**config.mk**
```make
export PLATFORM = sky130hd
export DESIGN_NAME = usart_cfg_regs
export DESIGN_NICKNAME = d
export VERILOG_FILES = /design/src/usart_cfg_pkg.sv /design/src/usart_rx_buffer.sv /design/src/usart_ir_filter.sv /design/src/usart_cfg_regs.sv
export SDC_FILE = /design/constraint.sdc
export NUM_CORES = 1
export LEC_CHECK = 0
export BUFFER_PORTS_ARGS = -buffer_cell sky130_fd_sc_hd__buf_2
export CORE_MARGIN = 3
export CORE_UTILIZATION = 35
export CTS_BUF_LIST = sky130_fd_sc_hd__clkbuf_16
export DETAILED_ROUTE_END_ITERATION = 16
export SLEW_MARGIN = 20
export SYNTH_ARGS = -nofsm -noshare
export SYNTH_HDL_FRONTEND = slang
export SYNTH_HIERARCHICAL = 1
export SYNTH_SLANG_ARGS = --single-unit
export TNS_END_PERCENT = 50
```
**constraint.sdc**
```tcl
create_clock -name i_core_clk -period 5.9 [get_ports i_core_clk]
set_clock_uncertainty 0.15 [all_clocks]
set_input_delay 0.295 -clock i_core_clk [delete_from_list [all_inputs] [get_ports i_core_clk]]
set_output_delay 0.295 -clock i_core_clk [all_outputs]
set_load 0.05 [all_outputs]
```
**src/usart_cfg_pkg.sv**
```systemverilog
// Package with register map, field layout and reset values of the serial port config slice
// Operation
// Character length code selects 5 to 9 bits
// Character length write applies at once, no busy
// Rate value is 16 bits, reset zero
// Fractional mode: bits 15:13 fraction, 12:0 integer
// Rate write only when disabled and unlocked
// Infrared pulse kept if length at least value+1
// Enable clear: one clears enable, zero keeps
// Enable set: one sets enable, zero keeps
// Set and clear views share one enable
// Enable bit positions, bit six unused
// Source requests only while its enable is one
// Enables and pulse length reset to zero
// Encode select zero plain, one infrared
// Error source is OR of five errors
// Interrupt is OR of flags and enables
package usart_cfg_pkg;
   // ----------------
   // Register indices, byte address is four times the index
   // ----------------
   localparam logic [5:0] IDX_CTRL     = 6'h00;
   localparam logic [5:0] IDX_RATE     = 6'h0C;
   localparam logic [5:0] IDX_MIN_PULSE = 6'h0E;
   localparam logic [5:0] IDX_IE_CLEAR = 6'h14;
   localparam logic [5:0] IDX_IE_SET   = 6'h16;
   localparam logic [5:0] IDX_STATUS   = 6'h1E;
   localparam logic [5:0] IDX_RX_DATA  = 6'h28;

   // ----------------
   // Control register fields
   // ----------------
   localparam int CTRL_ENABLE_BIT = 0;
   localparam int CTRL_SAMPLE_BIT = 1;
   localparam int CTRL_ENCODE_BIT = 2;
   localparam int CTRL_CHLEN_LSB  = 4;
   localparam int CTRL_W          = 7;

   // ----------------
   // Character length codes and data widths
   // ----------------
   localparam logic [2:0] CHLEN_8 = 3'h0;
   localparam logic [2:0] CHLEN_9 = 3'h1;
   localparam logic [2:0] CHLEN_5 = 3'h5;
   localparam logic [2:0] CHLEN_6 = 3'h6;
   localparam logic [2:0] CHLEN_7 = 3'h7;
   localparam int CHAR_W = 9;

   // ----------------
   // Rate value layout
   // ----------------
   localparam int RATE_W      = 16;
   localparam int FRAC_LSB    = 13;
   localparam int FRAC_W      = 3;
   localparam int RATE_INT_W  = 13;

   // ----------------
   // Interrupt enable bit positions
   // ----------------
   localparam int IE_TX_EMPTY = 0;
   localparam int IE_TX_DONE  = 1;
   localparam int IE_RX_DONE  = 2;
   localparam int IE_RX_START = 3;
   localparam int IE_CTS      = 4;
   localparam int IE_RX_BREAK = 5;
   localparam int IE_ERROR    = 7;
   localparam logic [7:0] IE_USED_MASK = 8'hBF;
   localparam int N_ERR = 5;

   // ----------------
   // Reset values
   // ----------------
   localparam logic [CTRL_W-1:0] CTRL_RST  = 7'h00;
   localparam logic [15:0]       RATE_RST  = 16'h0000;
   localparam logic [7:0]        PULSE_RST = 8'h00;
   localparam logic [7:0]        IE_RST    = 8'h00;

   // ----------------
   // Bus responses
   // ----------------
   localparam logic [1:0] RESP_OKAY   = 2'h0;
   localparam logic [1:0] RESP_SLVERR = 2'h2;
   localparam logic [1:0] RESP_DECERR = 2'h3;
endpackage

```
**src/usart_rx_buffer.sv**
```systemverilog
// Two-entry buffer between the receiver and the bus data read
`timescale 1ns/100ps
module usart_rx_buffer
   import usart_cfg_pkg::*;
#(
   parameter int WIDTH = CHAR_W,
   parameter int DEPTH = 2
)
(
   input  wire logic             i_core_clk,
   input  wire logic             i_rst_b,
   input  wire logic [WIDTH-1:0] i_data,
   input  wire logic             i_valid,
   output logic                  o_ready,
   output logic      [WIDTH-1:0] o_data,
   output logic                  o_valid,
   input  wire logic             i_ready
);
   logic [WIDTH-1:0] mem_reg [DEPTH];
   logic [WIDTH-1:0] mem_next [DEPTH];
   logic [1:0]       count_reg;
   logic [1:0]       count_next;
   logic             ready_reg;
   logic             ready_next;
   logic             valid_reg;
   logic             valid_next;
   logic             push;
   logic             pop;

   always_comb
   begin
      push       = i_valid & ready_reg;
      pop        = i_ready & valid_reg;
      mem_next   = mem_reg;
      count_next = count_reg;
      if (pop)
      begin
         mem_next[0] = mem_reg[1];
         count_next  = count_reg - 2'd1;
      end
      if (push)
      begin
         mem_next[count_next[0]] = i_data;
         count_next              = count_next + 2'd1;
      end
      // Ready comes from a flop so a full buffer stalls the source cleanly
      ready_next = (count_next != 2'(DEPTH));
      valid_next = (count_next != 2'd0);
   end

   always_ff @(posedge i_core_clk or negedge i_rst_b)
   begin
      if (!i_rst_b)
      begin
         mem_reg   <= '{default: '0};
         count_reg <= 2'd0;
         ready_reg <= 1'b1;
         valid_reg <= 1'b0;
      end
      else
      begin
         mem_reg   <= mem_next;
         count_reg <= count_next;
         ready_reg <= ready_next;
         valid_reg <= valid_next;
      end
   end

   assign o_ready = ready_reg;
   assign o_valid = valid_reg;
   assign o_data  = mem_reg[0];
endmodule

```
**src/usart_ir_filter.sv**
```systemverilog
// Receive line filter that drops infrared pulses no longer than the minimum length value
`timescale 1ns/100ps
module usart_ir_filter
   import usart_cfg_pkg::*;
(
   input  wire logic       i_core_clk,
   input  wire logic       i_rst_b,
   input  wire logic       i_line,
   input  wire logic       i_ir_sel,
   input  wire logic [7:0] i_min_len,
   output logic            o_line,
   output logic            o_pulse_ok
);
   logic [8:0] low_cnt_reg;
   logic [8:0] low_cnt_next;
   logic       line_reg;
   logic       line_next;
   logic       ok_reg;
   logic       ok_next;
   logic       hit;

   always_comb
   begin
      // The core clock is the serial engine clock, so one count is one period
      hit          = !i_line && (low_cnt_reg == {1'b0, i_min_len});
      low_cnt_next = low_cnt_reg;
      if (i_line)
         low_cnt_next = 9'h000;
      else if (low_cnt_reg != 9'h1FF)
         low_cnt_next = low_cnt_reg + 9'h001;
      ok_next   = i_ir_sel && hit;
      line_next = i_ir_sel ? !hit : i_line;
   end

   always_ff @(posedge i_core_clk or negedge i_rst_b)
   begin
      if (!i_rst_b)
      begin
         low_cnt_reg <= 9'h000;
         line_reg    <= 1'b1;
         ok_reg      <= 1'b0;
      end
      else
      begin
         low_cnt_reg <= low_cnt_next;
         line_reg    <= line_next;
         ok_reg      <= ok_next;
      end
   end

   assign o_line     = line_reg;
   assign o_pulse_ok = ok_reg;
endmodule

```
**src/usart_cfg_regs.sv**
```systemverilog
// Serial port configuration and interrupt enable registers behind an AXI4-Lite slave
`timescale 1ns/100ps
module usart_cfg_regs
   import usart_cfg_pkg::*;
(
   input  wire logic              i_core_clk,
   input  wire logic              i_rst_b,
   // AXI4-Lite slave
   input  wire logic [7:0]        i_awaddr,
   input  wire logic              i_awvalid,
   output logic                   o_awready,
   input  wire logic [31:0]       i_wdata,
   input  wire logic [3:0]        i_wstrb,
   input  wire logic              i_wvalid,
   output logic                   o_wready,
   output logic      [1:0]        o_bresp,
   output logic                   o_bvalid,
   input  wire logic              i_bready,
   input  wire logic [7:0]        i_araddr,
   input  wire logic              i_arvalid,
   output logic                   o_arready,
   output logic      [31:0]       o_rdata,
   output logic      [1:0]        o_rresp,
   output logic                   o_rvalid,
   input  wire logic              i_rready,
   // Access controller lock
   input  wire logic              i_wr_lock,
   // Serial engine side
   input  wire logic [5:0]        i_src_flags,
   input  wire logic [N_ERR-1:0]  i_err_flags,
   input  wire logic              i_rx_line,
   input  wire logic [CHAR_W-1:0] i_rx_data,
   input  wire logic              i_rx_valid,
   output logic                   o_rx_ready,
   output logic                   o_enable,
   output logic      [3:0]        o_char_bits,
   output logic      [RATE_W-1:0] o_rate_int,
   output logic      [FRAC_W-1:0] o_frac_part,
   output logic                   o_encode_sel,
   output logic                   o_rx_line,
   output logic                   o_ir_pulse_ok,
   output logic      [7:0]        o_irq_mask,
   output logic                   o_irq
);
   // ----------------
   // Declarations
   // ----------------
   logic                aw_have_reg;
   logic                aw_have_next;
   logic [5:0]          waddr_reg;
   logic [5:0]          waddr_next;
   logic                w_have_reg;
   logic                w_have_next;
   logic [31:0]         wdata_reg;
   logic [31:0]         wdata_next;
   logic [3:0]          wstrb_reg;
   logic [3:0]          wstrb_next;
   logic                awready_reg;
   logic                awready_next;
   logic                wready_reg;
   logic                wready_next;
   logic                bvalid_reg;
   logic                bvalid_next;
   logic [1:0]          bresp_reg;
   logic [1:0]          bresp_next;
   logic                do_wr;

   logic                arready_reg;
   logic                arready_next;
   logic                rvalid_reg;
   logic                rvalid_next;
   logic [31:0]         rdata_reg;
   logic [31:0]         rdata_next;
   logic [1:0]          rresp_reg;
   logic [1:0]          rresp_next;
   logic                ar_take;
   logic                rx_pop;

   logic [CTRL_W-1:0]   ctrl_reg;
   logic [CTRL_W-1:0]   ctrl_next;
   logic [RATE_W-1:0]   rate_reg;
   logic [RATE_W-1:0]   rate_next;
   logic [7:0]          pulse_reg;
   logic [7:0]          pulse_next;
   logic [7:0]          ie_reg;
   logic [7:0]          ie_next;

   logic [3:0]          char_bits_reg;
   logic [3:0]          char_bits_next;
   logic [RATE_W-1:0]   rate_int_reg;
   logic [RATE_W-1:0]   rate_int_next;
   logic [FRAC_W-1:0]   frac_reg;
   logic [FRAC_W-1:0]   frac_next;
   logic                irq_reg;
   logic                irq_next;
   logic [7:0]          src_vec;
   logic [7:0]          pending;

   logic [CHAR_W-1:0]   buf_data;
   logic                buf_valid;
   logic                enabled;
   logic [2:0]          chlen;

   assign enabled = ctrl_reg[CTRL_ENABLE_BIT];
   assign chlen   = ctrl_reg[CTRL_CHLEN_LSB +: 3];

   // ----------------
   // Write channels: address and data taken in either order
   // ----------------
   always_comb
   begin
      do_wr        = aw_have_reg && w_have_reg && !bvalid_reg;
      aw_have_next = aw_have_reg;
      waddr_next   = waddr_reg;
      w_have_next  = w_have_reg;
      wdata_next   = wdata_reg;
      wstrb_next   = wstrb_reg;
      if (do_wr)
      begin
         aw_have_next = 1'b0;
         w_have_next  = 1'b0;
      end
      else
      begin
         if (i_awvalid && awready_reg)
         begin
            aw_have_next = 1'b1;
            waddr_next   = i_awaddr[7:2];
         end
         if (i_wvalid && wready_reg)
         begin
            w_have_next = 1'b1;
            wdata_next  = i_wdata;
            wstrb_next  = i_wstrb;
         end
      end
      awready_next = !aw_have_next;
      wready_next  = !w_have_next;
      bvalid_next  = bvalid_reg && !i_bready;
      bresp_next   = bresp_reg;
      if (do_wr)
      begin
         bvalid_next = 1'b1;
         unique case (waddr_reg)
            IDX_CTRL, IDX_MIN_PULSE, IDX_IE_CLEAR, IDX_IE_SET:
               bresp_next = i_wr_lock ? RESP_SLVERR : RESP_OKAY;
            IDX_RATE:
               bresp_next = (i_wr_lock || enabled) ? RESP_SLVERR : RESP_OKAY;
            IDX_STATUS, IDX_RX_DATA:
               bresp_next = RESP_OKAY;
            default:
               bresp_next = RESP_DECERR;
         endcase
      end
   end

   always_ff @(posedge i_core_clk or negedge i_rst_b)
   begin
      if (!i_rst_b)
      begin
         aw_have_reg <= 1'b0;
         waddr_reg   <= 6'h00;
         w_have_reg  <= 1'b0;
         wdata_reg   <= 32'h0000_0000;
         wstrb_reg   <= 4'h0;
         awready_reg <= 1'b1;
         wready_reg  <= 1'b1;
         bvalid_reg  <= 1'b0;
         bresp_reg   <= RESP_OKAY;
      end
      else
      begin
         aw_have_reg <= aw_have_next;
         waddr_reg   <= waddr_next;
         w_have_reg  <= w_have_next;
         wdata_reg   <= wdata_next;
         wstrb_reg   <= wstrb_next;
         awready_reg <= awready_next;
         wready_reg  <= wready_next;
         bvalid_reg  <= bvalid_next;
         bresp_reg   <= bresp_next;
      end
   end

   // ----------------
   // Configuration registers
   // ----------------
   always_comb
   begin
      ctrl_next  = ctrl_reg;
      rate_next  = rate_reg;
      pulse_next = pulse_reg;
      ie_next    = ie_reg;
      if (do_wr && !i_wr_lock && wstrb_reg[0])
      begin
         unique case (waddr_reg)
            // Takes effect on the next edge, there is no busy handshake
            IDX_CTRL:      ctrl_next  = wdata_reg[CTRL_W-1:0];
            IDX_MIN_PULSE: pulse_next = wdata_reg[7:0];
            IDX_IE_CLEAR:  ie_next    = ie_reg & ~wdata_reg[7:0];
            IDX_IE_SET:    ie_next    = ie_reg | (wdata_reg[7:0] & IE_USED_MASK);
            default:       ie_next    = ie_reg;
         endcase
      end
      if (do_wr && !i_wr_lock && !enabled && waddr_reg == IDX_RATE)
      begin
         if (wstrb_reg[0])
            rate_next[7:0] = wdata_reg[7:0];
         if (wstrb_reg[1])
            rate_next[15:8] = wdata_reg[15:8];
      end
   end

   always_ff @(posedge i_core_clk or negedge i_rst_b)
   begin
      if (!i_rst_b)
      begin
         ctrl_reg  <= CTRL_RST;
         rate_reg  <= RATE_RST;
         pulse_reg <= PULSE_RST;
         ie_reg    <= IE_RST;
      end
      else
      begin
         ctrl_reg  <= ctrl_next;
         rate_reg  <= rate_next;
         pulse_reg <= pulse_next;
         ie_reg    <= ie_next;
      end
   end

   // ----------------
   // Read channel
   // ----------------
   always_comb
   begin
      ar_take     = i_arvalid && arready_reg;
      rx_pop      = ar_take && (i_araddr[7:2] == IDX_RX_DATA) && buf_valid;
      rvalid_next = rvalid_reg && !i_rready;
      rdata_next  = rdata_reg;
      rresp_next  = rresp_reg;
      if (ar_take)
      begin
         rvalid_next = 1'b1;
         rresp_next  = RESP_OKAY;
         unique case (i_araddr[7:2])
            IDX_CTRL:      rdata_next = {25'h0, ctrl_reg};
            IDX_RATE:      rdata_next = {16'h0000, rate_reg};
            IDX_MIN_PULSE: rdata_next = {24'h00_0000, pulse_reg};
            IDX_IE_CLEAR,
            IDX_IE_SET:    rdata_next = {24'h00_0000, ie_reg};
            IDX_STATUS:    rdata_next = {23'h00_0000, irq_reg, pending};
            IDX_RX_DATA:   rdata_next = {22'h00_0000, buf_valid, buf_data};
            default:
            begin
               rdata_next = 32'h0000_0000;
               rresp_next = RESP_DECERR;
            end
         endcase
      end
      arready_next = !rvalid_next;
   end

   always_ff @(posedge i_core_clk or negedge i_rst_b)
   begin
      if (!i_rst_b)
      begin
         arready_reg <= 1'b1;
         rvalid_reg  <= 1'b0;
         rdata_reg   <= 32'h0000_0000;
         rresp_reg   <= RESP_OKAY;
      end
      else
      begin
         arready_reg <= arready_next;
         rvalid_reg  <= rvalid_next;
         rdata_reg   <= rdata_next;
         rresp_reg   <= rresp_next;
      end
   end

   // ----------------
   // Decoded settings and interrupt request
   // ----------------
   always_comb
   begin
      src_vec              = {2'b00, i_src_flags};
      src_vec[IE_ERROR]    = |i_err_flags;
      pending              = src_vec & ie_reg;
      irq_next             = |pending;
      // Reserved codes fall back to eight bits rather than an odd width
      unique case (chlen)
         CHLEN_8: char_bits_next = 4'd8;
         CHLEN_9: char_bits_next = 4'd9;
         CHLEN_5: char_bits_next = 4'd5;
         CHLEN_6: char_bits_next = 4'd6;
         CHLEN_7: char_bits_next = 4'd7;
         default: char_bits_next = 4'd8;
      endcase
      if (ctrl_reg[CTRL_SAMPLE_BIT])
      begin
         rate_int_next = {3'b000, rate_reg[RATE_INT_W-1:0]};
         frac_next     = rate_reg[FRAC_LSB +: FRAC_W];
      end
      else
      begin
         rate_int_next = rate_reg;
         frac_next     = 3'h0;
      end
   end

   always_ff @(posedge i_core_clk or negedge i_rst_b)
   begin
      if (!i_rst_b)
      begin
         char_bits_reg <= 4'd8;
         rate_int_reg  <= RATE_RST;
         frac_reg      <= 3'h0;
         irq_reg       <= 1'b0;
      end
      else
      begin
         char_bits_reg <= char_bits_next;
         rate_int_reg  <= rate_int_next;
         frac_reg      <= frac_next;
         irq_reg       <= irq_next;
      end
   end

   // ----------------
   // Receive path: line filter and character buffer
   // ----------------
   usart_ir_filter u_filter
   (
      .i_core_clk (i_core_clk),
      .i_rst_b    (i_rst_b),
      .i_line     (i_rx_line),
      .i_ir_sel   (ctrl_reg[CTRL_ENCODE_BIT]),
      .i_min_len  (pulse_reg),
      .o_line     (o_rx_line),
      .o_pulse_ok (o_ir_pulse_ok)
   );

   usart_rx_buffer #(.WIDTH(CHAR_W), .DEPTH(2)) u_rx_buf
   (
      .i_core_clk (i_core_clk),
      .i_rst_b    (i_rst_b),
      .i_data     (i_rx_data),
      .i_valid    (i_rx_valid),
      .o_ready    (o_rx_ready),
      .o_data     (buf_data),
      .o_valid    (buf_valid),
      .i_ready    (rx_pop)
   );

   assign o_awready    = awready_reg;
   assign o_wready     = wready_reg;
   assign o_bvalid     = bvalid_reg;
   assign o_bresp      = bresp_reg;
   assign o_arready    = arready_reg;
   assign o_rvalid     = rvalid_reg;
   assign o_rdata      = rdata_reg;
   assign o_rresp      = rresp_reg;
   assign o_enable     = ctrl_reg[CTRL_ENABLE_BIT];
   assign o_encode_sel = ctrl_reg[CTRL_ENCODE_BIT];
   assign o_char_bits  = char_bits_reg;
   assign o_rate_int   = rate_int_reg;
   assign o_frac_part  = frac_reg;
   assign o_irq_mask   = ie_reg;
   assign o_irq        = irq_reg;
endmodule

```
==> flow_summary_export.csv <==
group,metric,value,unit
route,antenna_left,0,
route,dr.first_iter.drc_count,399,
critical_path,critPathRequiredTime,6.05,ns
global_routing,use_met3,5.46,%
die,fp-row-count,49,
global_routing,grtUsageTotal,16.5,%
critical_path,cpMostUsedCell,"and3_1",
global_routing,grtUsageMet2,26.3,%
timing,relSlewSlack,34.0,%
die,die_w,143,um
synth,synthMuxAreaShare,16.0,%
synth,synth_seq_cells,146,
critical_path,r2r-end,"u_rx_buf/o_data[4]",
global_routing,antenna_found_initial,0,
cts,cts_root_buf,"clkbuf_16",
place,place_congestion,0.872,
synth,synth-simple-area-share,12.3,%
min_path,min_path_cells,3,
final_layout,area_growth,25.3,%
min_path,whs_endpoint,"o_irq",
synth,synth_top_family_by_area,"multiplexers",
route,viasPerCell,5.11,
timing,final.setup.tns,0,ns
min_path,hp-class,"input pin to flip-flop",
synth,synth_compound_area_share,8.01,%
die,io_pins,160,
synth,ys_warn_count,6,
final_layout,drive_gt1_share,36.9,%
synth,synth_edf_count,0,
global_routing,use_met1,21.5,%
critical_path,reg2reg_depth,6,
critical_path,crit_path_end_kind,"flip-flop",
critical_path,critical_path.max_fanout,14,
final_layout,final_common_cell,"dfrtp_1",
synth,synth_async_sr_flop_share,100,%
critical_path,slowest_delay,0.49,ns
timing,drv_slew,0,
route,via_count,4675,
die,die_area,20500,um^2
min_path,hp-start,"i_src_flags[0]",
cts,cts_sinks,146,
run,max-cap-violations,0,
place,hpwl,11.7,mm
critical_path,crit_chain,"buf_2 > nor3_1 > and2_0 > and3_1 > nand2_1 > xor2_1 > and3_1 > mux2_2",
power_and_ir_drop,p_sw,1.15,mW
critical_path,r2r_slack,3.09,ns
timing,min_period,2.97,ns
power_and_ir_drop,p_int,2.39,mW
cts,clock_path_buffers,2,
final_layout,fin_nets,757,
route,wl,16.3,mm
cts,cts_tree,"built",
timing,fmax,0.337,GHz
route,post_drt_wl_per_cell,17.8,um
power_and_ir_drop,cellPowerDensity,429,nW/um^2
synth,ys_types,65,
synth,syn_area_per_cell,12.5,um^2
cts,ctsResizeCount,0,
run_status,status,"complete, no violations",
cts,insertion_delay,0.41,ns
global_routing,grt_pass1_wl,26.1,mm
global_routing,grt_pass1_vias,4832,
critical_path,worstSetupPathType,"input pin to flip-flop",
power_and_ir_drop,sequentialPowerShare,42.0,%
die,coreArea,18200,um^2
die,fp.dieH,143,um
timing,tightest_slew,0.989,ns
synth,ys_seq_area_share,55.6,%
place,port_buffers,121,
critical_path,crit_slowest_cell,"and3_1",
power_and_ir_drop,p_leak,4.02,nW
synth,synthFlopType,"dfrtp_1",
critical_path,r2r_start,"o_arready",
route,dr.pass1.iters,5,
timing,period_share,50.3,%
timing,rsz0062_at_grt,"false",
global_routing,overflow,0,
timing,whs,0.0335,ns
synth,synth_fa_ha_area_share,0.380,%
cts,clk_pin_slew,0.06,ns
die,start_util,36.2,%
critical_path,worstSetupStartpointType,"input pin",
power_and_ir_drop,sw_frac_of_total,32.5,%
final_layout,antennaDiodeCount,0,
timing,hold_viol_final,0,
route,drc_errors,0,
final_layout,final_cell_mix,"dfrtp_1 (140), buf_2 (120), mux2_2 (67), dlygate4sd3_1 (36), nand2_1 (34)",
global_routing,busiest_layer,"met2",
power_and_ir_drop,p_comb_share,25.1,%
power_and_ir_drop,p_clk_share,32.9,%
global_routing,grt_max_degree,84,
synth,synth_xor_area_share,2.13,%
synth,synthesis.instances,526,
timing,setup_viol,0,
cts,cts_setup_buffers,0,
cts,cts_made_buffers,17,
critical_path,worstPathArrival,3.11,ns
cts,htreeDepth,4,
synth,syn-cell-area,6590,um^2
power_and_ir_drop,vdd_drop_max,0.281,mV
==> critical path, delay by kind of cell <==
kind                      cells  cell delay, ns
buffers and inverters         1            0.19
xor gates and xnor gates      1            0.34
and+or+nand+nor               5            1.89
muxes                         1            0.39
==> cell type report <==
class | instances | area, um^2
Clock buffer | 17 | 425
Clock inverter | 15 | 214
Fill cell | 1697 | 9950
Inverter | 16 | 60.1
Multi-Input combinational cell | 333 | 2620
Sequential cell | 146 | 3660
Tap cell | 229 | 287
Timing Repair Buffer | 159 | 991
==> layer usage <==
| metal | vias up | wire [um] | part of all wire [%] |
|---|---|---|---|
| met5 | - | 0 | 0 |
| met4 | 0 | 258 | 1.6 |
| met3 | 20 | 1170 | 7.2 |
| met2 | 172 | 7810 | 48 |
| met1 | 2343 | 7020 | 43 |
| li1 | 2140 | - | - |
==> synthesized netlist by cell type, types with 3 or more instances <==
library cell / count / area (um^2)
mux2i_1: 5 / 50.1
o21ai_0: 19 / 95.1
a22oi_1: 4 / 30.0
inv_1: 16 / 60.1
mux2_2: 67 / 754
nand3b_1: 4 / 30.0
or3_1: 3 / 18.8
dfstp_2: 6 / 158
buf_4: 28 / 210
a31oi_1: 3 / 18.8
nor2_1: 12 / 45.0
nor4_1: 4 / 25.0
xor2_1: 14 / 123
a221oi_1: 4 / 35.0
buf_6: 3 / 33.8
nor2b_1: 7 / 43.8
and2_1: 9 / 56.3
nor3_1: 7 / 35.0
dfrtp_1: 140 / 3500
nand2_1: 34 / 128
nand2b_1: 3 / 18.8
nand4b_1: 3 / 26.3
a21oi_1: 12 / 60.1
or3b_2: 4 / 35.0
clkbuf_1: 9 / 33.8
and2_0: 5 / 31.3
nand3_1: 9 / 45.0
a22o_1: 9 / 78.8
and3_1: 9 / 56.3
a211oi_1: 4 / 30.0
mux2_4: 16 / 240
a32oi_1: 5 / 43.8
buf_2: 5 / 25.0
or4_1: 4 / 30.0
==> worst max-delay path by stage <==
stage,slack [ns],endpoint,start
2_1_floorplan,3.61,u_rx_buf/o_data[0],i_araddr[6]
3_3_place_gp,2.59,flip-flop,i_araddr[4]
3_5_place_dp,2.50,u_rx_buf/o_data[8],i_araddr[4]
4_1_cts,2.91,u_rx_buf/o_data[4],i_araddr[4]
5_1_grt,2.58,u_rx_buf/o_data[5],i_araddr[4]
6_report,2.93,u_rx_buf/o_data[4],i_araddr[4]
==> power groups by stage <==
stage / registers (mW) / clock network, mW / logic (mW)
3_3_place_gp: 1.49 / 0 / 0.848
6_report: 1.49 / 1.17 / 0.889
3_5_place_dp: 1.50 / 0 / 0.876
5_1_grt: 1.53 / 1.23 / 0.961
4_1_cts: 1.49 / 1.19 / 0.898
2_1_floorplan: 1.61 / 0 / 0.565
==> per-stage QoR <==
stage	instances	area [um^2]	util (%)	total power, mW	setup WS, ns
final	915	8260	45.3	3.54	2.93
after global routing	915	8260	45.3	3.72	2.58
after CTS	915	8250	45.3	3.58	2.91
after detailed placement	847	7250	39.8	2.38	2.50
after global placement	847	7250	39.8	2.34	2.59
after floorplan	541	6650	-	2.17	3.61
==> cells by family after synthesis <==
logic type / count (synthesis)
other: 1
AO/OA/AOI/OAI: 76
multiplexers: 89
AND/OR/NAND/NOR: 134
adder cells (fa/ha/maj): 2
buffers and inverters: 62
flip-flops: 146
XOR/XNOR: 16
==> repair_timing <==
item | CTS | global route
hold buffers | 36 | 0
endpoints found under the setup margin | 0 | 0
endpoints found under the hold margin | 106 | 0
(Power assumes the default switching activity.)
